<file path="config.mk">
export PLATFORM = sky130hd
export DESIGN_NAME = crs_top
export DESIGN_NICKNAME = d
export VERILOG_FILES = /design/src/crs_pkg.sv /design/src/crs_top.sv /design/src/crs_fifo.sv
export SDC_FILE = /design/constraint.sdc
export NUM_CORES = 2
export LEC_CHECK = 0
export BUFFER_PORTS_ARGS = -buffer_cell sky130_fd_sc_hd__buf_4
export CAP_MARGIN = 10
export CORE_MARGIN = 8
export CORE_UTILIZATION = 44
export CTS_BUF_LIST = sky130_fd_sc_hd__clkbuf_4
export DETAILED_ROUTE_END_ITERATION = 6
export PLACE_DENSITY_LB_ADDON = 0.15
export REMOVE_ABC_BUFFERS = 1
export SYNTH_ARGS = -nofsm -noshare
export SYNTH_HDL_FRONTEND = slang
export SYNTH_HIERARCHICAL = 1
export SYNTH_SLANG_ARGS = --single-unit
</file>
<file path="constraint.sdc">
create_clock -name core_clk -period 5.1 [get_ports core_clk]
set_input_delay 1.53 -clock core_clk [delete_from_list [all_inputs] [get_ports core_clk]]
set_output_delay 1.53 -clock core_clk [all_outputs]
set_load 0.02 [all_outputs]
</file>
<file path="src/crs_pkg.sv">
// Shared constants for the chain readback select block.
// Assumes a single core clock; no other package is required.
package crs_pkg;
   localparam int CLK_HZ = 10_000_000;
   // Time of one channel conversion; plain default, not a documented figure
   localparam int CONV_NS = 1000;
   localparam int CONV_CYC = (CONV_NS * (CLK_HZ / 1_000_000) + 999) / 1000;
   localparam int FRAME_BITS = 32;
   localparam int CH_NUM = 12;
   localparam int RES_W = 12;
   localparam int FIFO_DEPTH = 32;

   // Register addresses
   localparam logic [5:0] REG_CTRL_HI = 6'h0D;
   localparam logic [5:0] REG_READ = 6'h1C;
   localparam logic [5:0] RST_READ = 6'h00;
   localparam logic [7:0] RST_CTRL_HI = 8'h00;

   // Frame field positions
   localparam int F_DEV_LSB = 27;
   localparam int F_REG_LSB = 21;
   localparam int F_DAT_LSB = 13;
   localparam int F_ALL = 12;
   localparam int F_WCRC_LSB = 3;
   localparam int F_ACK = 10;
   localparam int F_RCRC_LSB = 2;
   localparam int WR_CRC_BITS = 21;
   localparam int RD_CRC_BITS = 22;

   // Control high byte fields (D15:D14 conversions, D13:D12 readback)
   localparam int C_CONV_LSB = 6;
   localparam int C_SEL_LSB = 4;

   localparam logic [7:0] CRC_POLY = 8'h2F;

   typedef enum logic [1:0] {
      CRS_SEL_12 = 2'b00,
      CRS_SEL_9 = 2'b01,
      CRS_SEL_6 = 2'b10,
      CRS_SEL_OFF = 2'b11
   } crs_sel_e;

   localparam logic [11:0] MASK_12 = 12'h0FFF;
   localparam logic [11:0] MASK_9 = 12'h057F;
   localparam logic [11:0] MASK_6 = 12'h003F;

   // Serial check, most significant covered bit first, register starts at zero
   function automatic logic [7:0] crs_crc8(input logic [31:0] d, input int n);
      logic [7:0] c;
      logic fb;
      c = 8'h00;
      for (int i = 31; i >= 0; i--) begin
         if (i >= 32 - n) begin
            fb = d[i] ^ c[7];
            c = {c[6:0], 1'b0} ^ (fb ? CRC_POLY : 8'h00);
         end
      end
      return c;
   endfunction
endpackage

</file>
<file path="src/crs_top.sv">
// Readback selection and convert-then-read sequencing of one chain part.
// Assumes serial pins and convert_start_n come from outside the core clock.
// Functional notes
// - Nonzero read address returns that register.
// - Zero read address returns results per D13:D12.
// - Select 12, 9, 6 results or off.
// - D15:D12 zero converts, returns all twelve.
// - D14,D12 set: six voltages, three temperatures.
// - D15,D13 set: six voltages only.
// - D13,D12 both set disables read output.
// - D15:D14 choose conversions per cycle.
// - Readback uses last complete conversion set.
// - Convert start falling or chip select rising.
// - Read address resets to zero.
// - Write frame layout; check over D31:D11.
// - Register readback check over D31:D10.
`timescale 1ns/1ps
`default_nettype none
module crs_top #(
   parameter int FIFO_DEPTH = crs_pkg::FIFO_DEPTH,
   parameter int CONV_CYC = crs_pkg::CONV_CYC
) (
   input wire logic core_clk,
   input wire logic rstn,
   input wire logic cs_n,
   input wire logic sclk,
   input wire logic sdi,
   input wire logic convert_start_n,
   input wire logic [4:0] dev_addr,
   input wire logic [crs_pkg::CH_NUM*crs_pkg::RES_W-1:0] adc_result,
   output logic sdo,
   output logic conv_busy,
   output logic frame_crc_err,
   output logic [5:0] read_addr,
   output logic [7:0] control_hi
);
   typedef struct packed {
      logic [1:0] cs_sy;
      logic [1:0] sck_sy;
      logic [1:0] sdi_sy;
      logic [1:0] cnv_sy;
      logic cs_q;
      logic sck_q;
      logic cnv_q;
      logic [4:0] dev_m;
      logic [4:0] dev;
      logic [5:0] rd_addr;
      logic [7:0] ctrl;
      logic [31:0] rx;
      logic [31:0] tx;
      logic [4:0] bitcnt;
      logic fresh;
      logic sdo;
      logic crc_err;
      logic busy;
      logic [15:0] timer;
      logic [1:0] conv_mode;
      logic [crs_pkg::CH_NUM-1:0][crs_pkg::RES_W-1:0] res;
      logic refill;
      logic fill;
      logic [3:0] idx;
   } crs_state_s;

   crs_state_s s;
   crs_state_s next_s;

   logic f_clr;
   logic f_push;
   logic f_in_ready;
   logic [31:0] f_in_data;
   logic f_out_valid;
   logic f_pop;
   logic [31:0] f_out_data;

   crs_fifo #(
      .WIDTH(32),
      .DEPTH(FIFO_DEPTH)
   ) u_fifo (
      .core_clk(core_clk),
      .rstn(rstn),
      .clr(f_clr),
      .in_valid(f_push),
      .in_ready(f_in_ready),
      .in_data(f_in_data),
      .out_valid(f_out_valid),
      .out_ready(f_pop),
      .out_data(f_out_data)
   );

   function automatic logic [4:0] conv_count(input logic [1:0] m);
      case (m)
         2'b00: return 5'd12;
         2'b01: return 5'd9;
         2'b10: return 5'd6;
         default: return 5'd1;
      endcase
   endfunction

   function automatic logic [11:0] conv_mask(input logic [1:0] m);
      case (m)
         2'b00: return crs_pkg::MASK_12;
         2'b01: return crs_pkg::MASK_9;
         2'b10: return crs_pkg::MASK_6;
         default: return 12'h0000;
      endcase
   endfunction

   logic cs_fall;
   logic cs_rise;
   logic sck_rise;
   logic sck_fall;
   logic cnv_fall;
   logic [31:0] w;
   logic [4:0] total;
   logic [3:0] ch;
   logic [7:0] regval;
   logic [31:0] word;
   logic [1:0] sel;

   always_comb begin
      next_s = s;
      f_clr = 1'b0;
      f_push = 1'b0;
      f_pop = 1'b0;
      w = 32'h0000_0000;
      word = 32'h0000_0000;
      regval = 8'h00;
      ch = 4'h0;
      sel = s.ctrl[crs_pkg::C_SEL_LSB +: 2];

      next_s.cs_sy = {s.cs_sy[0], cs_n};
      next_s.sck_sy = {s.sck_sy[0], sclk};
      next_s.sdi_sy = {s.sdi_sy[0], sdi};
      next_s.cnv_sy = {s.cnv_sy[0], convert_start_n};
      next_s.cs_q = s.cs_sy[1];
      next_s.sck_q = s.sck_sy[1];
      next_s.cnv_q = s.cnv_sy[1];
      next_s.dev_m = dev_addr;
      next_s.dev = s.dev_m;

      cs_fall = s.cs_q & ~s.cs_sy[1];
      cs_rise = ~s.cs_q & s.cs_sy[1];
      sck_rise = ~s.sck_q & s.sck_sy[1] & ~s.cs_sy[1];
      sck_fall = s.sck_q & ~s.sck_sy[1] & ~s.cs_sy[1];
      cnv_fall = s.cnv_q & ~s.cnv_sy[1];
      next_s.crc_err = 1'b0;

      // Read-off silences register readback too; nonzero read address gives one word
      if (sel == crs_pkg::CRS_SEL_OFF) begin
         total = 5'd0;
      end else if (s.rd_addr != 6'h00) begin
         total = 5'd1;
      end else begin
         case (sel)
            crs_pkg::CRS_SEL_12: total = 5'd12;
            crs_pkg::CRS_SEL_9: total = 5'd9;
            crs_pkg::CRS_SEL_6: total = 5'd6;
            default: total = 5'd0;
         endcase
      end

      // Serial frame: sample on rising, shift out on falling
      if (cs_fall) begin
         next_s.tx = f_out_valid ? f_out_data : 32'h0000_0000;
         f_pop = f_out_valid;
         next_s.bitcnt = 5'd0;
         next_s.fresh = 1'b0;
      end
      if (sck_rise) begin
         next_s.rx = {s.rx[30:0], s.sdi_sy[1]};
         next_s.bitcnt = s.bitcnt + 5'd1;
         if (s.bitcnt == 5'd31) begin
            w = next_s.rx;
            if (crs_pkg::crs_crc8(w, crs_pkg::WR_CRC_BITS) == w[crs_pkg::F_WCRC_LSB +: 8]) begin
               if (w[crs_pkg::F_ALL] || w[crs_pkg::F_DEV_LSB +: 5] == s.dev) begin
                  if (w[crs_pkg::F_REG_LSB +: 6] == crs_pkg::REG_READ) begin
                     next_s.rd_addr = w[crs_pkg::F_DAT_LSB + 2 +: 6];
                  end else if (w[crs_pkg::F_REG_LSB +: 6] == crs_pkg::REG_CTRL_HI) begin
                     next_s.ctrl = w[crs_pkg::F_DAT_LSB +: 8];
                  end
               end
            end else begin
               next_s.crc_err = 1'b1;
            end
            next_s.tx = f_out_valid ? f_out_data : 32'h0000_0000;
            f_pop = f_out_valid;
            next_s.fresh = 1'b1;
         end
      end
      if (sck_fall) begin
         if (s.fresh) begin
            next_s.fresh = 1'b0;
         end else begin
            next_s.tx = {s.tx[30:0], 1'b0};
         end
      end
      next_s.sdo = ~s.cs_sy[1] & next_s.tx[31];

      // Conversion cycle; the whole set is latched in one edge on completion
      if (!s.busy && (cnv_fall || cs_rise)) begin
         next_s.busy = 1'b1;
         next_s.conv_mode = s.ctrl[crs_pkg::C_CONV_LSB +: 2];
         next_s.timer = 16'(CONV_CYC * int'(conv_count(s.ctrl[crs_pkg::C_CONV_LSB +: 2])));
      end else if (s.busy) begin
         if (s.timer <= 16'h0001) begin
            next_s.busy = 1'b0;
            next_s.refill = 1'b1;
            for (int c = 0; c < crs_pkg::CH_NUM; c++) begin
               if (conv_mask(s.conv_mode)[c]) begin
                  next_s.res[c] = adc_result[c*crs_pkg::RES_W +: crs_pkg::RES_W];
               end
            end
         end else begin
            next_s.timer = s.timer - 16'h0001;
         end
      end

      // Readback builder; waits for chip select high so a frame never tears
      if (cs_rise) begin
         next_s.refill = 1'b1;
      end
      if (s.refill && s.cs_sy[1] && !cs_rise) begin
         f_clr = 1'b1;
         // Completion in this same cycle wins over the clear
         next_s.refill = s.busy && (s.timer <= 16'h0001);
         next_s.idx = 4'h0;
         next_s.fill = (total != 5'd0);
      end else if (s.fill && f_in_ready) begin
         if (s.rd_addr != 6'h00) begin
            if (s.rd_addr == crs_pkg::REG_READ) begin
               regval = {s.rd_addr, 2'b00};
            end else if (s.rd_addr == crs_pkg::REG_CTRL_HI) begin
               regval = s.ctrl;
            end
            word = {s.dev, s.rd_addr, regval, 2'b00, 1'b1, 10'h000};
         end else begin
            if (sel == crs_pkg::CRS_SEL_9 && s.idx >= 4'd6) begin
               ch = 4'((s.idx << 1) - 4'd6);
            end else begin
               ch = s.idx;
            end
            word = {s.dev, ch, s.res[ch], 1'b1, 10'h000};
         end
         word[crs_pkg::F_RCRC_LSB +: 8] = crs_pkg::crs_crc8(word, crs_pkg::RD_CRC_BITS);
         f_push = 1'b1;
         next_s.idx = s.idx + 4'd1;
         if ({1'b0, s.idx} == total - 5'd1) begin
            next_s.fill = 1'b0;
         end
      end
      f_in_data = word;
   end

   always_ff @(posedge core_clk) begin
      if (!rstn) begin
         s <= '0;
         s.cs_sy <= 2'b11;
         s.cs_q <= 1'b1;
         s.cnv_sy <= 2'b11;
         s.cnv_q <= 1'b1;
         s.rd_addr <= crs_pkg::RST_READ;
         s.ctrl <= crs_pkg::RST_CTRL_HI;
         s.refill <= 1'b1;
      end else begin
         s <= next_s;
      end
   end

   assign sdo = s.sdo;
   assign conv_busy = s.busy;
   assign frame_crc_err = s.crc_err;
   assign read_addr = s.rd_addr;
   assign control_hi = s.ctrl;
endmodule
`default_nettype wire

</file>
<file path="src/crs_fifo.sv">
// Frame word FIFO between the readback builder and the serial shifter.
// Assumes the same clock on both sides; clr drops all contents at once.
`timescale 1ns/1ps
`default_nettype none
module crs_fifo #(
   parameter int WIDTH = 32,
   parameter int DEPTH = 32
) (
   input wire logic core_clk,
   input wire logic rstn,
   input wire logic clr,
   input wire logic in_valid,
   output logic in_ready,
   input wire logic [WIDTH-1:0] in_data,
   output logic out_valid,
   input wire logic out_ready,
   output logic [WIDTH-1:0] out_data
);
   localparam int AW = $clog2(DEPTH);

   typedef struct packed {
      logic [DEPTH-1:0][WIDTH-1:0] mem;
      logic [AW:0] wp;
      logic [AW:0] rp;
   } crs_fifo_s;

   crs_fifo_s s;
   crs_fifo_s next_s;
   logic full;
   logic empty;

   assign full = (s.wp[AW] != s.rp[AW]) && (s.wp[AW-1:0] == s.rp[AW-1:0]);
   assign empty = (s.wp == s.rp);
   assign in_ready = ~full;
   assign out_valid = ~empty;
   assign out_data = s.mem[s.rp[AW-1:0]];

   always_comb begin
      next_s = s;
      if (clr) begin
         next_s.wp = '0;
         next_s.rp = '0;
      end else begin
         if (in_valid && !full) begin
            next_s.mem[s.wp[AW-1:0]] = in_data;
            next_s.wp = s.wp + 1'b1;
         end
         if (out_ready && !empty) begin
            next_s.rp = s.rp + 1'b1;
         end
      end
   end

   always_ff @(posedge core_clk) begin
      if (!rstn) begin
         s <= '0;
      end else begin
         s <= next_s;
      end
   end
endmodule
`default_nettype wire

</file>
# Word-level counts from Yosys, hierarchy flattened
# Cells that the tools add are included.
# word_totals
regBits,1311
input_bits,155
out_inout_bits,17
elab_cells,438
# classes
add_sub_neg,7
multipliers,1
magnitude_cmp,6
n_eq_ne,20
n_mux,182
bitwise,102
reduce_logical,50
# op_table
op,n
$bwmux W1024,1
$mux W8,86
$xor A8 B6 Y8,41
$mux W32,10
$mux W6,43
$bmux W32 S5,1
$demux W32 S5,1
$mux W38,2
$bmux W12 S4,1
$mux W12,4
$reduce_and A4 Y1,12
$xor A1 B1 Y1,41
$pmux W12 S3,1
$mux W17,2
$mux W27,1
$mux W5,5
$pmux W4 S3,2
$mux W1,17
$le A16 B1 Y1 const B,1
$mux W16,1
$mux W4,4
$sub A16 B1 Y16 const B,1
$add A6 B1 Y6 const B,2
$eq A6 B4 Y1 const B,2
other kinds (35),86

# Longest topological paths before layout
# depth
word_depth,120
depth_mapped,21
ltp_nobuf,16

# Modules after synthesis
# The synthesis kept the hierarchy.
# by_module_without_submodules
module,instances,cells_per_inst,area_each_um2,seq_area_each_um2
crs_fifo,1,4226,45084.5,20739.9
crs_top,1,1780,13988.4,5505.3

# Least setup slack after synthesis
# Ideal clock, no wire load.
# synth_timing
path_type,register to register
start,"reg, netlist name s[0]"
end,reg u_fifo/s[115] (netlist name)
setup_ns,0.132
t_arrival_ns,4.649
t_required_ns,4.968
path_slack_ns,0.319
stages_incl_launch_ff,20
n_path_buf,4
synth_period_minus_slack_ns,4.781
cell_sequence,dfxtp_1 -> inv_1 -> clkbuf_1 -> clkbuf_1 -> buf_1 -> ha_1 -> o21a_1 -> o211ai_1 -> a21oi_2 -> nor2_2 -> xnor2_1 -> xnor3_2 -> xnor3_2 -> xnor2_2 -> xnor3_1 -> xnor2_1 -> nor2_1 -> nand2_1 -> clkbuf_1 -> mux2i_1
# synth_rtl
item,line,text
"end signal, assigned",crs_fifo.sv:58,s <= next_s;
"end, declared",crs_fifo.sv:27,crs_fifo_s s;

# Final worst setup path
# layout_timing
start,reg s (netlist bit control_hi[4])
end,reg u_fifo/s[52] (netlist name)
# layout_via
elab_chain_cells,73
elab_cells_between_ends,95
cone_classes,eq/ne (1); mux (61); bitwise (32); reduce/logical (1)
# layout_rtl
item,line,text
"start, declared",crs_top.sv:64,crs_state_s s;
"start signal, assigned",crs_top.sv:265,s <= next_s;
$eq A2 B1 Y1,crs_top.sv:237,if (sel == crs_pkg::CRS_SEL_9 && s.idx >= 4'd6) begin
$logic_and A1 B1 Y1,crs_top.sv:237,
$mux W4,crs_top.sv:237,
$mux W4,crs_top.sv:229,if (s.rd_addr != 6'h00) begin
$mux W4,crs_top.sv:228,end else if (s.fill && f_in_ready) begin
$mux W4,crs_top.sv:222,if (s.refill && s.cs_sy[1] && !cs_rise) begin
$mux W27 (*),crs_top.sv:229,
$mux W32 (*),crs_top.sv:228,
[58 not listed],-,
$xor A8 B6 Y8 (*),crs_pkg.sv:55,"c = {c[6:0], 1'b0} ^ (fb ? CRC_POLY : 8'h00);"
$mux W8 (*),crs_top.sv:228,
$mux W8 (*),crs_top.sv:222,
$xor A8 B6 Y8 (*),crs_pkg.sv:55,
$mux W32 (*),crs_top.sv:228,
$mux W32 (*),crs_top.sv:222,
via f_in_data[8],crs_top.sv:70,logic [31:0] f_in_data;
$bwmux W1024 (*),crs_fifo.sv:45,next_s.mem[s.wp[AW-1:0]] = in_data;
# Mark *: on every way through the listed nets, which the timed path passes. The rest lies on a longest branch. The select of a mux whose other input is x is not followed.
# A chain may end at the register's enable or synchronous reset.

==> run metrics <==
status finished, final reports clean; final core occ 0.4895; sequential share of power 0.485; Num CTS Buffers 366; Adder-Cell Fraction of Synth Area 0.003304; total wire length 185.5 mm; Internal 15.81 mW; relative slew slack 0.1754; grt total ovfl 0; cell taking the most area after synthesis dfxtp_1; final setup violation count 0; slowest cell on the critical path or4_1; asr flop ratio synth 0; Fmax 204.1 MHz; hold buffers post-CTS 0; Multi-input gate area 0.02965 sq mm; Total GRT Usage 0.2451; synthesized instance count 6006; YS warnings 6; mux cell area share after synthesis 0.2361; area delta synth->final 10.46%; worst slew pin tran 1231 ps; Logic pwr share 0.092; skew final 116.9 ps; CTS Buffer Depth 4; Port Buffer Count 171; critical path cell sequence nand2b_4 > or4_1 > o21ai_1 > a2bb2oi_1 > a21oi_1 > a221oi_2 > xnor2_2 > xnor3_1 > xor2_2 > xnor2_4 > xnor2_1 > nor2_1 > nand2_1 > buf_4 > mux2i_1; Synth Register Bits 1311; synthesized cell area 0.05907 sq mm; compound-cell area share of the yosys netlist 0.09563; EDFF count, synth 0; Tmin final 4901 ps; row count 134; maximum VDD drop 0.2897 mV; Final Cycle Share 0.9609; CTS Root Cell clkbuf_4; Yosys top cell area share 0.4443; worst min-delay path class flip-flop to flip-flop; fillers 12730; vias post-DR 45930; core area 0.1333 sq mm; CTS tree done; simple-gate share of the synthesized area 0.1368; maxcap violations 0; storage element area 0.02626 sq mm; final hold violation count 0; Post-Synth XOR/XNOR Area 0.02645; sequential cell area fraction in the yosys report 0.4443; Wirelength per Cell 22.83 um; post-route setup TNS 0 ps; Clock power frac 0.423; sw power 5.678 mW; Die Area 0.1462 sq mm; Placer Congestion 0.8934; clk slew on worst S/H paths 70 ps; TritonRoute pass-1 iters 6; Die Y 382.4 um; Worst path max stage delay 710 ps; type of the worst setup path flip-flop to flip-flop; Synth Flop Type dfxtp_1; Initial Utilization 0.4432; Sw Share 0.2642; critical path startpoint category flip-flop; largest net degree at the start of global routing 158; TritonCTS Sinks 1311; hpwl dp 110.9 mm; Critical Path RT 6220 ps; initial antenna violation count 5; top cells by area, synth dfxtp_1 44%, mux2i_1 16%, nand2_1 8.1%, mux4_2 7.3%, a21oi_1 2.6%; syn avg cell area 9.836 sq um; nets 6295; critical path arrival 6020 ps; CP bufs+invs 1; Antenna Nets Post-Route 0; H-tree depth 5; Pleak 27.68 nW; pwr dens 329.3 mW/mm^2; Distinct cells, synth 92; Final Slew Violations 0; number of global-route vias before repair 45330; cell family with the largest share of critical-path delay XOR/XNOR gates; Pwr Total 21.49 mW; Via density 5.654; largest family of logic cells by synthesized area multiplexers; die width 382.4 um; most frequent cells after synthesis 1311 x dfxtp_1, 1280 x nand2_1, 959 x mux2i_1; I/O pin cnt 172; Iter 0 DRT Violations 3753; RSZ-0062 raised after global routing false; top-count cell post-synth dfxtp_1; layout cell share with drive strength beyond 1 0.1825; Worst-Skew Late Latency 1290 ps; DRC Markers 0; wire length of the first global-routing pass 281.2 mm; Crit. End Element flip-flop; crit-path max FO 32
final cells by class:
type,count,share of cell area
Clock buffer,511,0.05879
Multi-Input combinational cell,4099,0.4544
Antenna cell,11,0.0004219
Inverter,15,0.0009779
Clock inverter,76,0.005944
Timing Repair Buffer,332,0.04311
Tap cell,1768,0.03390
Sequential cell,1311,0.4025
metrics by stage:
step / setup slack (ps) / std cells / cell area (sq um) / hold slack (ps)
global placement: 318.4 / 7525 / 60980 / 393.1
finish: 199.4 / 8123 / 65250 / 408.4
floorplan: -7365 / 5425 / 55750 / 386.3
global route: 20.06 / 8123 / 65250 / 395.7
CTS: 84.66 / 8112 / 65210 / 369.2
detailed placement: 183.2 / 7525 / 60980 / 394.1
final timing paths:
kind / startpoint / endpoint / slack (ps) / cells after the start
max: control_hi[4] / u_fifo/s[52] / 200 / 15
min: next_s[269] / next_s[265] / 410 / 1
max reg2reg: control_hi[4] / u_fifo/s[52] / 200 / 15
min reg2reg: next_s[269] / next_s[265] / 410 / 1
registers in the layout, indices dropped and copies added, names as in the netlist:
name / cells
sdo: 1
u_fifo/s: 1036
next_s: 12
s: 246
conv_busy: 1
read_addr: 6
frame_crc_err: 1
control_hi: 8
layout by cell type (no fill, tap or decap), types with 9 or more instances in the layout:
cell type / instances
dfxtp_1: 1305
nand2_1: 1278
mux2i_1: 959
clkbuf_4: 511
a21oi_1: 308
buf_4: 306
nand3_1: 284
o21ai_0: 229
mux4_2: 192
nor2_1: 124
xnor2_1: 83
clkinv_1: 56
a22oi_1: 52
o21ai_1: 46
o221ai_1: 38
o22ai_1: 37
xor2_1: 36
a311oi_1: 32
and2_1: 31
a22o_1: 31
a2111oi_0: 30
buf_12: 25
nand3_4: 25
nand2b_1: 23
nor3_1: 21
a211oi_1: 18
inv_1: 14
ha_1: 14
and3_1: 13
o211ai_1: 13
or3_1: 13
clkinv_2: 13
diode_2: 11
or2_2: 10
a31oi_1: 10
xnor3_1: 9
power by group through the flow:
stage / combinational (mW) / sequential [mW] / clock [mW]
finish: 1.99 / 10.4 / 9.09
global route: 2.14 / 10.4 / 9.93
CTS: 1.99 / 10.4 / 9.35
detailed placement: 1.99 / 10.6 / 0
global placement: 1.98 / 10.6 / 0
floorplan: 1.19 / 10.6 / 0
kinds of logic (layout without fill, tap and decap cells):
| logic type | Yosys count | in the layout |
|---|---|---|
| AOI/OAI and AO/OA | 914 | 914 |
| xor gates and xnor gates | 144 | 144 |
| adders and majority gates | 15 | 15 |
| buffers and inverters | 599 | 934 |
| DFF | 1311 | 1311 |
| muxes | 1153 | 1153 |
| other | 1 | 15 |
| and+or+nand+nor | 1869 | 1869 |
worst register-to-register path: stages, from the launching register on:
cell and delay (ps):
dfxtp_1 540, nand2b_4 220, or4_1 720, o21ai_1 290
a2bb2oi_1 120, a21oi_1 270, a221oi_2 170, xnor2_2 350
xnor3_1 430, xor2_2 330, xnor2_4 170, xnor2_1 160
nor2_1 390, nand2_1 120, buf_4 270, mux2i_1 190
per-layer routing:
metal  wire length (um)  track usage
met1              84070       0.3342
met2              85000       0.3903
met3              10480      0.04125
met4               5911      0.09152
met5                  0            0
timing repair:
action,CTS,global route
buffers inserted,0,0
endpoints found under the hold margin,0,0
endpoints found under the setup margin,0,83
gates resized for setup,0,3
(Power assumes the default switching activity.)
